File: config.mk
export PLATFORM = sky130hd
export DESIGN_NAME = ckg_base_clock_ctrl
export DESIGN_NICKNAME = d
export VERILOG_FILES = /design/src/ckg_base_clock_ctrl.sv /design/src/ckg_sync.sv /design/src/ckg_clock_switch.sv
export SDC_FILE = /design/constraint.sdc
export NUM_CORES = 1
export LEC_CHECK = 0
export BUFFER_PORTS_ARGS = -buffer_cell sky130_fd_sc_hd__buf_2
export CORE_MARGIN = 3
export CORE_UTILIZATION = 25
export CTS_CLUSTER_DIAMETER = 100
export DETAILED_ROUTE_END_ITERATION = 10
export SYNTH_ARGS = -nofsm -noshare
export SYNTH_HDL_FRONTEND = slang
export SYNTH_HIERARCHICAL = 1
export SYNTH_SLANG_ARGS = --single-unit
File: constraint.sdc
create_clock -name clk -period 2.3 [get_ports clk]
set_input_delay 0.23 -clock clk [delete_from_list [all_inputs] [get_ports clk]]
set_output_delay 0.23 -clock clk [all_outputs]
set_load 0.1 [all_outputs]
File: src/ckg_base_clock_ctrl.sv
// Summary of operation
// - bus clock is one quarter of the selected source clock.
// - source change waits three old and three new edges, output held.
// - switch output is divided by two for an even duty cycle.
// - base clock output has 50 percent duty, twice the bus rate.
// - loop source cannot be selected while loop power is off.
// - loop power cannot be cleared while loop source is selected.
// - power and source change need separate writes; only legal order honoured.
// - usb reference follows selection: crystal or undivided vco clock.
// - zero reference divider or multiplier acts as one.
// - zero range disables loop and blocks its selection.
// - vco rate is reference times two to prescale times multiplier over divider.
// - oscillator enable input enables crystal oscillator and loop.
// - lock-change interrupt output comes from the lock detector.
// - buffered copy of oscillator input is driven out.
// - select one: loop clock halved and vco to usb; zero: crystal for both.
// - reset clears source select, crystal is the source.
// - flag sets on each lock toggle in automatic mode, clears on control register read.
package ckg_pkg;
	// register offsets
	localparam logic [7:0] ADDR_CONTROL = 8'h3a;
	localparam logic [7:0] ADDR_BANDWIDTH = 8'h3b;
	localparam logic [7:0] ADDR_MULT_HIGH = 8'h3c;
	localparam logic [7:0] ADDR_MULT_LOW = 8'h3d;
	localparam logic [7:0] ADDR_REF_DIV = 8'h3f;
	localparam logic [7:0] ADDR_RANGE = 8'h40;
	// control register fields
	localparam int CTL_IRQ_EN = 7;
	localparam int CTL_FLAG = 6;
	localparam int CTL_POWER = 5;
	localparam int CTL_SELECT = 4;
	localparam int CTL_PRE_HI = 3;
	localparam int CTL_PRE_LO = 2;
	// bandwidth register fields
	localparam int BW_AUTO = 7;
	localparam int BW_LOCK = 6;
	localparam int BW_ACQ = 5;
	// field widths
	localparam int DATA_WIDTH = 8;
	localparam int MULT_WIDTH = 12;
	localparam int REF_WIDTH = 4;
	localparam int RANGE_WIDTH = 8;
	localparam int PRE_WIDTH = 2;
	// reset values
	localparam logic RST_IRQ_EN = 1'h0;
	localparam logic RST_POWER = 1'h1;
	localparam logic RST_SELECT = 1'h0;
	localparam logic RST_AUTO = 1'h0;
	localparam logic [1:0] RST_PRESCALE = 2'h0;
	localparam logic [11:0] RST_MULT = 12'h002;
	localparam logic [3:0] RST_REF = 4'h1;
	localparam logic [7:0] RST_RANGE = 8'h01;
	// timing
	localparam int SWITCH_EDGES = 3;
	// index of each pin in the synchroniser vector
	localparam int PIN_CRYSTAL = 0;
	localparam int PIN_LOOP = 1;
	localparam int PIN_VCO = 2;
	localparam int PIN_OSC = 3;
	localparam int PIN_LOCK = 4;
	localparam int PIN_ACQ = 5;
	localparam int PIN_COUNT = 6;
endpackage

module ckg_base_clock_ctrl #(
	parameter int ADDR_WIDTH = 8,
	parameter int SWITCH_EDGES = ckg_pkg::SWITCH_EDGES
) (
	// clock and reset
	input logic clk,
	input logic rst,
	// register port
	input logic [ADDR_WIDTH-1:0] regAddr,
	input logic [ckg_pkg::DATA_WIDTH-1:0] regWriteData,
	input logic regWrite,
	input logic regRead,
	output logic [ckg_pkg::DATA_WIDTH-1:0] regReadData,
	// clock pins
	input logic crystalClock,
	input logic loopClock,
	input logic vcoClock,
	input logic oscInput,
	// lock detector
	input logic lockDetect,
	input logic acqDetect,
	// system integration logic
	input logic oscEnableIn,
	output logic baseClockOut,
	// usb
	output logic usbRefClock,
	// external clock and interrupt
	output logic bufferedOscOut,
	output logic lockChangeIrq,
	// analog loop controls
	output logic crystalOscEnable,
	output logic loopEnable,
	output logic autoBandwidth,
	output logic [ckg_pkg::PRE_WIDTH-1:0] prescaleOut,
	output logic [ckg_pkg::MULT_WIDTH-1:0] multiplierOut,
	output logic [ckg_pkg::REF_WIDTH-1:0] refDividerOut,
	output logic [ckg_pkg::RANGE_WIDTH-1:0] rangeOut
);
	typedef struct packed {
		logic irqEnable;
		logic flag;
		logic powerOn;
		logic select;
		logic autoMode;
		logic [ckg_pkg::PRE_WIDTH-1:0] prescale;
		logic [ckg_pkg::MULT_WIDTH-1:0] multiplier;
		logic [ckg_pkg::REF_WIDTH-1:0] refDivider;
		logic [ckg_pkg::RANGE_WIDTH-1:0] range;
		logic lockPrev;
		logic [ckg_pkg::DATA_WIDTH-1:0] readData;
		logic irq;
		logic loopOn;
		logic oscOn;
		logic usbClock;
		logic oscBuffer;
		logic [ckg_pkg::MULT_WIDTH-1:0] multEff;
		logic [ckg_pkg::REF_WIDTH-1:0] refEff;
	} ckg_ctrl_regs_type;

	localparam ckg_ctrl_regs_type RESET_REGS = '{
		irqEnable: ckg_pkg::RST_IRQ_EN,
		flag: 1'b0,
		powerOn: ckg_pkg::RST_POWER,
		select: ckg_pkg::RST_SELECT,
		autoMode: ckg_pkg::RST_AUTO,
		prescale: ckg_pkg::RST_PRESCALE,
		multiplier: ckg_pkg::RST_MULT,
		refDivider: ckg_pkg::RST_REF,
		range: ckg_pkg::RST_RANGE,
		lockPrev: 1'b0,
		readData: '0,
		irq: 1'b0,
		loopOn: 1'b0,
		oscOn: 1'b0,
		usbClock: 1'b0,
		oscBuffer: 1'b0,
		multEff: ckg_pkg::RST_MULT,
		refEff: ckg_pkg::RST_REF
	};

	ckg_ctrl_regs_type q;
	ckg_ctrl_regs_type d;

	logic [ckg_pkg::PIN_COUNT-1:0] pinRaw;
	logic [ckg_pkg::PIN_COUNT-1:0] pinSync;
	logic crystalSync;
	logic loopSync;
	logic vcoSync;
	logic oscSync;
	logic lockSync;
	logic acqSync;
	logic switchBase;
	logic switchActiveLoop;
	logic lockToggle;
	logic rangeNonzero;
	logic [7:0] addr8;

	if (ADDR_WIDTH < 7 || ADDR_WIDTH > 8) begin : g_check_addr
		$error("ckg_base_clock_ctrl needs an address width of 7 or 8");
	end
	if (SWITCH_EDGES < 1) begin : g_check_edges
		$error("ckg_base_clock_ctrl needs at least one switch edge");
	end

	// a zero field would be meaningless to the analog dividers
	function automatic logic [ckg_pkg::MULT_WIDTH-1:0] zeroAsOne(
		input logic [ckg_pkg::MULT_WIDTH-1:0] value
	);
		if (value == '0) begin
			zeroAsOne = ckg_pkg::MULT_WIDTH'(1);
		end else begin
			zeroAsOne = value;
		end
	endfunction

	// every clock and lock detector pin, the source clocks too, passes two flops before use; oscEnableIn does not
	assign pinRaw[ckg_pkg::PIN_CRYSTAL] = crystalClock;
	assign pinRaw[ckg_pkg::PIN_LOOP] = loopClock;
	assign pinRaw[ckg_pkg::PIN_VCO] = vcoClock;
	assign pinRaw[ckg_pkg::PIN_OSC] = oscInput;
	assign pinRaw[ckg_pkg::PIN_LOCK] = lockDetect;
	assign pinRaw[ckg_pkg::PIN_ACQ] = acqDetect;

	ckg_sync #(
		.WIDTH(ckg_pkg::PIN_COUNT)
	) u_sync (
		.clk(clk),
		.rst(rst),
		.asyncIn(pinRaw),
		.syncOut(pinSync)
	);

	assign crystalSync = pinSync[ckg_pkg::PIN_CRYSTAL];
	assign loopSync = pinSync[ckg_pkg::PIN_LOOP];
	assign vcoSync = pinSync[ckg_pkg::PIN_VCO];
	assign oscSync = pinSync[ckg_pkg::PIN_OSC];
	assign lockSync = pinSync[ckg_pkg::PIN_LOCK];
	assign acqSync = pinSync[ckg_pkg::PIN_ACQ];

	// sampling limits usable source rates to well under half of clk
	ckg_clock_switch #(
		.EDGES(SWITCH_EDGES)
	) u_switch (
		.clk(clk),
		.rst(rst),
		.crystalLevel(crystalSync),
		.loopLevel(loopSync),
		.selectLoop(q.select),
		.baseClock(switchBase),
		.activeLoop(switchActiveLoop),
		.switching()
	);

	assign addr8 = 8'(regAddr);
	// entry into and exit from lock both count as a change
	assign lockToggle = lockSync ^ q.lockPrev;
	assign rangeNonzero = (q.range != '0);

	always_comb begin
		d = q;
		d.readData = '0;
		d.lockPrev = lockSync;

		// register reads, data valid in the next cycle only
		if (regRead) begin
			if (addr8 == ckg_pkg::ADDR_CONTROL) begin
				d.readData[ckg_pkg::CTL_IRQ_EN] = q.irqEnable;
				d.readData[ckg_pkg::CTL_FLAG] = q.flag & q.autoMode;
				d.readData[ckg_pkg::CTL_POWER] = q.powerOn;
				d.readData[ckg_pkg::CTL_SELECT] = q.select;
				d.readData[ckg_pkg::CTL_PRE_HI] = q.prescale[1];
				d.readData[ckg_pkg::CTL_PRE_LO] = q.prescale[0];
				d.flag = 1'b0;
			end else if (addr8 == ckg_pkg::ADDR_BANDWIDTH) begin
				d.readData[ckg_pkg::BW_AUTO] = q.autoMode;
				d.readData[ckg_pkg::BW_LOCK] = lockSync & q.autoMode;
				d.readData[ckg_pkg::BW_ACQ] = acqSync;
			end else if (addr8 == ckg_pkg::ADDR_MULT_HIGH) begin
				d.readData = 8'(q.multiplier[ckg_pkg::MULT_WIDTH-1:8]);
			end else if (addr8 == ckg_pkg::ADDR_MULT_LOW) begin
				d.readData = q.multiplier[7:0];
			end else if (addr8 == ckg_pkg::ADDR_REF_DIV) begin
				d.readData = 8'(q.refDivider);
			end else if (addr8 == ckg_pkg::ADDR_RANGE) begin
				d.readData = q.range;
			end else begin
				// unmapped offsets read as zero
				d.readData = '0;
			end
		end

		// register writes
		if (regWrite) begin
			if (addr8 == ckg_pkg::ADDR_CONTROL) begin
				d.irqEnable = regWriteData[ckg_pkg::CTL_IRQ_EN];
				// old select keeps power on; old power gates new select
				d.powerOn = regWriteData[ckg_pkg::CTL_POWER] | q.select;
				d.select = regWriteData[ckg_pkg::CTL_SELECT] & q.powerOn
					& rangeNonzero;
				// dividers must not move under a running loop
				if (!q.powerOn) begin
					d.prescale = regWriteData[ckg_pkg::CTL_PRE_HI:ckg_pkg::CTL_PRE_LO];
				end
			end else if (addr8 == ckg_pkg::ADDR_BANDWIDTH) begin
				d.autoMode = regWriteData[ckg_pkg::BW_AUTO];
			end else if (addr8 == ckg_pkg::ADDR_MULT_HIGH) begin
				if (!q.powerOn) begin
					d.multiplier[ckg_pkg::MULT_WIDTH-1:8] = regWriteData[3:0];
				end
			end else if (addr8 == ckg_pkg::ADDR_MULT_LOW) begin
				if (!q.powerOn) begin
					d.multiplier[7:0] = regWriteData;
				end
			end else if (addr8 == ckg_pkg::ADDR_REF_DIV) begin
				if (!q.powerOn) begin
					d.refDivider = regWriteData[ckg_pkg::REF_WIDTH-1:0];
				end
			end else if (addr8 == ckg_pkg::ADDR_RANGE) begin
				if (!q.powerOn) begin
					d.range = regWriteData;
				end
			end
		end

		// interrupt enable only exists in automatic mode
		if (!d.autoMode) begin
			d.irqEnable = 1'b0;
		end

		// a lock toggle beats a clearing read in the same cycle
		if (lockToggle && q.autoMode) begin
			d.flag = 1'b1;
		end

		// zero range never lets the loop drive the base clock
		if (d.range == '0) begin
			d.select = 1'b0;
		end

		d.irq = d.flag & d.irqEnable;
		d.oscOn = oscEnableIn;
		// loop only runs with the oscillator that feeds it
		d.loopOn = d.powerOn & oscEnableIn & (d.range != '0);
		d.oscBuffer = oscSync;
		// usb follows the source actually in use, not the request
		d.usbClock = switchActiveLoop ? vcoSync : crystalSync;
		d.multEff = zeroAsOne(d.multiplier);
		d.refEff = ckg_pkg::REF_WIDTH'(zeroAsOne(
			ckg_pkg::MULT_WIDTH'(d.refDivider)));
	end

	always_ff @(posedge clk) begin
		if (rst) begin
			q <= RESET_REGS;
		end else begin
			q <= d;
		end
	end

	// outputs come straight from registers, base clock from the switch
	assign regReadData = q.readData;
	assign baseClockOut = switchBase;
	assign usbRefClock = q.usbClock;
	assign bufferedOscOut = q.oscBuffer;
	assign lockChangeIrq = q.irq;
	assign crystalOscEnable = q.oscOn;
	assign loopEnable = q.loopOn;
	assign autoBandwidth = q.autoMode;
	assign prescaleOut = q.prescale;
	assign multiplierOut = q.multEff;
	assign refDividerOut = q.refEff;
	assign rangeOut = q.range;
endmodule

File: src/ckg_sync.sv
module ckg_sync #(
	parameter int WIDTH = 1
) (
	// clock and reset
	input logic clk,
	input logic rst,
	// levels from outside this clock domain
	input logic [WIDTH-1:0] asyncIn,
	// levels after two flip-flops
	output logic [WIDTH-1:0] syncOut
);
	typedef struct packed {
		logic [WIDTH-1:0] stage1;
		logic [WIDTH-1:0] stage2;
	} ckg_sync_regs_type;

	ckg_sync_regs_type q;
	ckg_sync_regs_type d;

	if (WIDTH < 1) begin : g_check
		$error("ckg_sync needs a width of at least one");
	end

	// stage1 feeds stage2 only
	always_comb begin
		d = q;
		d.stage1 = asyncIn;
		d.stage2 = q.stage1;
	end

	always_ff @(posedge clk) begin
		if (rst) begin
			q <= '0;
		end else begin
			q <= d;
		end
	end

	assign syncOut = q.stage2;
endmodule

File: src/ckg_clock_switch.sv
module ckg_clock_switch #(
	parameter int EDGES = 3
) (
	// clock and reset
	input logic clk,
	input logic rst,
	// synchronised source levels
	input logic crystalLevel,
	input logic loopLevel,
	// requested source, high for the loop clock
	input logic selectLoop,
	// results
	output logic baseClock,
	output logic activeLoop,
	output logic switching
);
	localparam int CW = $clog2(EDGES + 1);

	typedef enum logic [1:0] {
		RUN,
		DRAIN,
		FILL
	} ckg_switch_state_type;

	typedef struct packed {
		ckg_switch_state_type state;
		logic [CW-1:0] edgeCount;
		logic crystalPrev;
		logic loopPrev;
		logic activeLoop;
		logic baseClock;
	} ckg_switch_regs_type;

	ckg_switch_regs_type q;
	ckg_switch_regs_type d;
	logic crystalRise;
	logic loopRise;
	logic oldRise;
	logic newRise;

	if (EDGES < 1) begin : g_check
		$error("ckg_clock_switch needs at least one edge per side");
	end

	assign crystalRise = crystalLevel & ~q.crystalPrev;
	assign loopRise = loopLevel & ~q.loopPrev;
	assign oldRise = q.activeLoop ? loopRise : crystalRise;
	assign newRise = q.activeLoop ? crystalRise : loopRise;

	always_comb begin
		d = q;
		d.crystalPrev = crystalLevel;
		d.loopPrev = loopLevel;
		case (q.state)
			RUN: begin
				if (selectLoop != q.activeLoop) begin
					d.state = DRAIN;
					d.edgeCount = '0;
				end else if (oldRise) begin
					d.baseClock = ~q.baseClock;
				end
			end
			DRAIN: begin
				// old source gated off; output held where it stood
				if (oldRise) begin
					if (q.edgeCount == CW'(EDGES - 1)) begin
						d.state = FILL;
						d.edgeCount = '0;
					end else begin
						d.edgeCount = q.edgeCount + CW'(1);
					end
				end
			end
			FILL: begin
				if (newRise) begin
					if (q.edgeCount == CW'(EDGES - 1)) begin
						d.state = RUN;
						d.edgeCount = '0;
						d.activeLoop = ~q.activeLoop;
					end else begin
						d.edgeCount = q.edgeCount + CW'(1);
					end
				end
			end
			default: begin
				d.state = RUN;
			end
		endcase
	end

	always_ff @(posedge clk) begin
		if (rst) begin
			q <= '{state: RUN, edgeCount: '0, crystalPrev: 1'b0, loopPrev: 1'b0,
				activeLoop: 1'b0, baseClock: 1'b0};
		end else begin
			q <= d;
		end
	end

	assign baseClock = q.baseClock;
	assign activeLoop = q.activeLoop;
	assign switching = (q.state != RUN);
endmodule

==> flow_summary.ini, run 1 <==
[run_status]
status = finished clean

[die]
die_w_um = 125
core-area_um2 = 13500
die_h_um = 125
std_cell_rows = 42
num_io_pins = 68
floorplan.initialDensity_pct = 26.1
die-area_um2 = 15500

[clock_network]
resized_cells_post_cts = 0
ctsHoldBuffers = 0
cts-root-buf = clkbuf_16
clkSlewWorstSetupHoldPaths_ps = 60
ctsLongestPathBuffers = 2
tritoncts_num_sinks = 81
cts_inserted_buffers = 9
postCtsSetupRepairBufs = 0
cts-htree-levels = 3
tritoncts = built
source_to_sink_clock_delay_at_the_later_pin_of_the_worst_skew_pair_ps = 330

[grt]
grt_total_ovfl = 0
track_usage_pct = 10.7
global_route_wire_length_before_repair_um = 13300
grt_max_degree = 38
number_of_antenna_violations_at_the_first_check_in_global_routing = 3
via_count_of_the_first_global_routing_pass = 2457

[drt]
viasPerCell = 4.51
drt_pre_antenna_iters = 4
drt_wl_total_um = 8300
drt-initial-drc-count = 215
detail_route.drc_violations = 0
antenna_violating_nets_post_route = 0
num_vias = 2582
wire_per_inst_um = 14.5

[cells_and_area]
antennaDiodeCount = 0
final.fill_count = 1392
fin_nets = 423
postLayoutCoreUtil_pct = 29.9
layout-drive-gt1-share_pct = 28.3
layoutNonFillerInstCount = 572
area.growth.synth_to_final_pct = 14.7

[sta]
maxSlewHeadroom_pct = 50.1
setup_violations = 0
fmaxAchievable_mhz = 581
min_cycle_time_layout_ps = 1720
period_share_pct = 74.9
final.setup_skew_ps = 6.65
setup_repair_after_global_routing_missed_its_margin = no
drv_slew = 0
setup_total_negative_slack_ps = 0
finalHoldViolCount = 0
max_slew.worst_pin.slew_ps = 748

[critical_path]
instance_count_on_the_critical_path = 4
cpPeakStageDelay_ps = 670
critPathKind = reg2reg
setup.worst_path.start = q[58]
critical_path.startpoint_type = register
cpLargestDelayFamily = simple AND/OR/NAND/NOR gates
critical_path_required_ps = 2520
crit_fanout = 5
timing.reg2reg.worst_path_depth = 4
crit_path_end = q[52]
cells_along_the_critical_path = nand2b_1 -> or4_1 -> mux2i_1 -> nor2_1
rr_endpoint = q[52]
path_buf_inv = 0
reg2reg_setup_slack_ps = 580
worstPathArrival_ps = 1940
worst_r2r_startpoint = q[58]
worstSetupEndpointType = register
cell_with_the_largest_stage_delay_on_the_worst_path = or4_1

[min_path]
timing.hold.worst.class = in2reg

[placed_design]
place_congestion = 0.849
dp.final_hpwl_um = 6140
number_of_port_buffers = 67
place_inst = 557

[yosys]
number_of_nets_in_the_synthesized_netlist = 389
post_synth_inst_count = 358
syn_avg_cell_area_um2 = 9.83
synth.yosys.warnings = 6
mappedNetlistArea_um2 = 3520

[power]
p_leak_uw = 0.00175
fin_total_pwr_uw = 2900
power.density_nw_per_um2 = 719
vdd_drop_max_uv = 318

[flow_run]
cap_viol_max_count = 0
[state kept, by name, indices dropped and copies added (netlist names), 2 cells and up]
| name | flops |
|---|---|
| u_sync/syncOut | 6 |
| regReadData | 8 |
| prescaleOut | 2 |
| rangeOut | 8 |
| u_switch/q | 6 |
| u_sync/d | 6 |
| refDividerOut | 4 |
| multiplierOut | 12 |
| q | 21 |
[worst register-to-register path: cells and delay by family (launching register included)]
family           cells  cell delay, ps
AND/OR/NAND/NOR      3             970
flip-flops           1             360
multiplexers         1             290
[report_power, final]
part / switching [µW] / total [µW] / internal, µW
sequential: 8.92 / 1430 / 1420
combinational: 122 / 188 / 65.4
clock: 531 / 1280 / 751
[worst min path at each step]
| stage | startpoint | end | slack [ps] | cells after the start |
|---|---|---|---|---|
| global placement | u_sync/d[3] | u_sync/syncOut[3] | 420 | 1 |
| finish | crystalClock | u_sync/d[0] | 100 | 2 |
| detailed placement | u_sync/d[2] | u_sync/syncOut[2] | 420 | 1 |
| global route | loopClock | u_sync/d[1] | 100 | 2 |
| floorplan | rst | u_switch/q[2] | 300 | 1 |
| CTS | crystalClock | u_sync/d[0] | 90 | 2 |
[through the flow]
step	setup WS, ps	hold WS [ps]	area (µm²)
after floorplan	529	302	3520
after global placement	325	424	3770
after detailed placement	284	424	3770
after CTS	580	88.3	4040
after global routing	472	104	4040
final	578	102	4040
[layer usage]
layer / GRT usage (%) / wire length [µm]
met1: 14.5 / 4000
met2: 15.2 / 3450
met3: 3.56 / 641
met4: 5.22 / 172
met5: 0 / 30
[final cells by class]
cell class / count / area (µm²) / share of cell area, %
Tap cell: 176 / 220 / 5.46
Timing Repair Buffer: 72 / 373 / 9.24
Inverter: 11 / 41.3 / 1.02
Multi-Input combinational cell: 217 / 1520 / 37.6
Clock inverter: 3 / 17.5 / 0.434
Sequential cell: 81 / 1620 / 40.2
Clock buffer: 12 / 246 / 6.11
[placed cells by master, fill, tap and decap left out, drive strengths merged, types with 4 or more instances in the layout]
master,n
ha,4
nand2,19
nor3,9
dfxtp,81
nand3,4
nor4,12
inv,11
clkbuf,12
buf,72
a211o,4
a21oi,7
nor2b,18
a31oi,4
nor2,45
mux2i,36
a22oi,5
Note: power is estimated with default switching activity, not from simulation.
==> run 2, diff against run 1 <==
--- a/config.mk
+++ b/config.mk
@@ -5,6 +5,7 @@
 export SDC_FILE = /design/constraint.sdc
 export NUM_CORES = 1
 export LEC_CHECK = 0
+export ABC_AREA = 1
 export BUFFER_PORTS_ARGS = -buffer_cell sky130_fd_sc_hd__buf_2
 export CORE_MARGIN = 3
 export CORE_UTILIZATION = 25
==> constraint.sdc (replaced) <==
create_clock -name clk -period 1.6 [get_ports clk]
set_input_delay 0.16 -clock clk [delete_from_list [all_inputs] [get_ports clk]]
set_output_delay 0.16 -clock clk [all_outputs]
set_load 0.1 [all_outputs]
==> run 2 against run 1 <==
Against the previous run:
- global-route usage up 1.5 points
- first-iteration DRC count up 57%
- power up 62%
- clock skew up 2.2 ps
- count of clock-buffer cells in the layout down 1
- clock power up 49%
- flip-flop and latch count unchanged
- critical path depth up 7
- critical path type unchanged
- critical endpoint is now loopEnable
- largest power group unchanged
==> flow_summary.ini, run 2 <==
[min_path]
hold-path-endpoint = u_sync/d[1]
timing.hold.worst.class = in2reg
hold-path-cell-count = 3
worstHoldStart = loopClock

[die]
std_cell_rows = 45
num_io_pins = 68
die_h_um = 133
die-area_um2 = 17700
die_w_um = 133
core-area_um2 = 15500
floorplan.initialDensity_pct = 26.1

[critical_path]
worstSetupEndpointType = register
worstPathArrival_ps = 1680
cpPeakStageDelay_ps = 380
timing.reg2reg.worst_path_depth = 11
critical_path_required_ps = 1840
cp_common_cell = nand2_1
cells_along_the_critical_path = inv_6 -> nand2_1 -> o21ai_0 -> nand3_1 -> nand2_1 -> nand2_1 -> nand2_1 -> nor2_1 -> nand2_1 -> nor2_4 -> nor2_1
critical_path.startpoint_type = register
worst_r2r_startpoint = q[58]
reg2reg_setup_slack_ps = 150
crit_fanout = 5
cell_with_the_largest_stage_delay_on_the_worst_path = dfxtp_4
path_buf_inv = 1
critPathKind = reg2reg
cpLargestDelayFamily = simple AND/OR/NAND/NOR gates
rr_endpoint = loopEnable

[sta]
period_share_pct = 90.4
maxSlewHeadroom_pct = 66.4
setup_violations = 0
drv_slew = 0
fmaxAchievable_mhz = 691
min_cycle_time_layout_ps = 1450
setup_repair_after_global_routing_missed_its_margin = no
finalHoldViolCount = 0
hold_slack_ps = 12.0
final.setup_skew_ps = 8.83
max_slew.worst_pin.slew_ps = 507

[clock_network]
cts-root-buf = clkbuf_16
tritoncts_num_sinks = 81
cts-htree-levels = 3
postCtsSetupRepairBufs = 0
tritoncts = built
source_to_sink_clock_delay_at_the_later_pin_of_the_worst_skew_pair_ps = 350
ctsLongestPathBuffers = 2
clkSlewWorstSetupHoldPaths_ps = 60
cts_inserted_buffers = 9

[yosys]
synthSimpleGateAreaFrac_pct = 31.6
post_synth_inst_count = 584
library_cell_with_the_largest_summed_area_after_synthesis = dfxtp_1
top_post_synthesis_cells_by_count = 151 x nand2_1, 81 x dfxtp_1, 76 x nor2_1
synthMuxAreaShare_pct = 0
synth.area.top_cells = dfxtp_1 40%, nand2_1 14%, nor2_1 7.1%
ys.flop_type = dfxtp_1
syn_avg_cell_area_um2 = 6.91
synthDistinctLibCells = 38
dominant_combinational_cell_family_by_area_after_synthesis = simple AND/OR/NAND/NOR gates
synth-edff-count = 0
number_of_nets_in_the_synthesized_netlist = 615
synthXorXnorAreaFrac_pct = 0
fraction_of_synthesis_flops_using_an_asynchronous_set_or_reset_pin_pct = 0
synthesized_area_fraction_occupied_by_adder_cells_pct = 1.24
synth_seq_cells = 81
yosys.cell_count.top_type = nand2_1
synth.yosys.warnings = 6
synth.yosys.seq_area_share_pct = 40.2
synth.top_cell.area_share_pct = 40.2
mappedNetlistArea_um2 = 4040
compound_cell_area_share_of_the_yosys_netlist_pct = 11.9

[drt]
num_vias = 3629
drt-initial-drc-count = 337
drt_pre_antenna_iters = 4
drt_wl_total_um = 10500
wire_per_inst_um = 12.3
antenna_violating_nets_post_route = 0
viasPerCell = 4.23
detail_route.drc_violations = 0

[power]
cell_internal_pwr_uw = 3410
clock_power_share_pct = 40.6
power.share.combinational_pct = 14.3
p_sw_uw = 1290
power.density_nw_per_um2 = 954
power.share.switching_pct = 27.4
fraction_of_power_consumed_by_sequential_logic_pct = 45.1
p_leak_uw = 0.00234
vdd_drop_max_uv = 520

[grt]
via_count_of_the_first_global_routing_pass = 3327
global_route_wire_length_before_repair_um = 17000
track_usage_pct = 12.2
grt_max_degree = 49
grt_total_ovfl = 0
number_of_antenna_violations_at_the_first_check_in_global_routing = 0

[placed_design]
placed_area_um2 = 4520
dp.final_hpwl_um = 7990
number_of_port_buffers = 67
place_congestion = 0.827

[cells_and_area]
final.fill_count = 1699
area.growth.synth_to_final_pct = 22.0
flip_flop_count_of_the_largest_register_after_layout = 21
most_common_cell_after_layout_fill_and_taps_aside = nand2_1
largest-register = q
antennaDiodeCount = 0
fin_nets = 673
postLayoutCellArea_um2 = 4920
layout-drive-gt1-share_pct = 24.6
most-common-layout-cells = 144 x nand2_1, 79 x dfxtp_1, 73 x nor2_1

[flow_run]
cap_viol_max_count = 0

[run_status]
status = finished clean
==> run 2: cell types whose count changed in the layout (fill, tap and decap cells not counted), moves of 23 or more <==
cell / previous run / this run
a21oi_1: 7 / 37
nand3_1: 4 / 27
nor2_1: 45 / 73
mux2i_1: 36 / 0
o21ai_0: 1 / 30
nand2_1: 19 / 144
inv_1: 11 / 59
==> run 2: metal layers <==
metal	routed length [µm]	part of all wire, %	track usage, %
met1	4930	47	15.8
met2	4640	44	18.8
met3	746	7.1	3.92
met4	219	2.1	4.85
met5	0	0	0
==> run 2: what timing repair did <==
item	CTS	global route
resized for setup	2	27
endpoints found under the hold margin	2	0
hold buffers	2	0
pin swaps	1	9
gates cloned	0	1
endpoints found under the setup margin	2	4
==> run 2: per-stage QoR <==
stage	utilization, %	total power (µW)	setup WS (ps)	instances	TNS (ps)
floorplan	-	2670	182	584	0
global placement	29.2	2820	-27.5	839	-70.9
detailed placement	29.2	2830	-25.9	839	-52.3
CTS	31.1	4780	15.6	857	0
global route	31.8	4940	6.19	858	0
finish	31.8	4700	153	858	0
==> run 2: worst max path at each step <==
stage,from,endpoint,cells past startpoint
2_1_floorplan,regAddr[7],q[57],13
3_3_place_gp,q[58],loopEnable,12
3_5_place_dp,q[58],loopEnable,12
4_1_cts,q[58],loopEnable,12
5_1_grt,q[58],loopEnable,12
6_report,q[58],loopEnable,11
==> run 2: area by class of cell <==
class	count	area, µm²	area share, %
Timing Repair Buffer	99	626	12.7
Clock buffer	11	243	4.93
Inverter	69	265	5.39
Sequential cell	81	1630	33.0
Clock inverter	5	31.3	0.635
Multi-Input combinational cell	382	1870	37.9
Tap cell	211	264	5.36
==> run 2: tightest hold or removal path: stages <==
cell    delay (ps)
buf_2           70
inv_1           30
nor2_1          60
==> run 2: logic make-up after synthesis <==
logic type | count (synthesis)
AO/OA/AOI/OAI | 90
flip-flops | 81
buffers and inverters | 121
adder cells (fa/ha/maj) | 4
AND/OR/NAND/NOR | 288
==> run 2: power groups by stage <==
| stage | clock [µW] | sequential [µW] | combinational (µW) |
|---|---|---|---|
| after floorplan | 0 | 2200 | 470 |
| after global placement | 0 | 2160 | 659 |
| after detailed placement | 0 | 2160 | 670 |
| after CTS | 1990 | 2120 | 676 |
| after global routing | 2070 | 2120 | 750 |
| final | 1910 | 2120 | 672 |
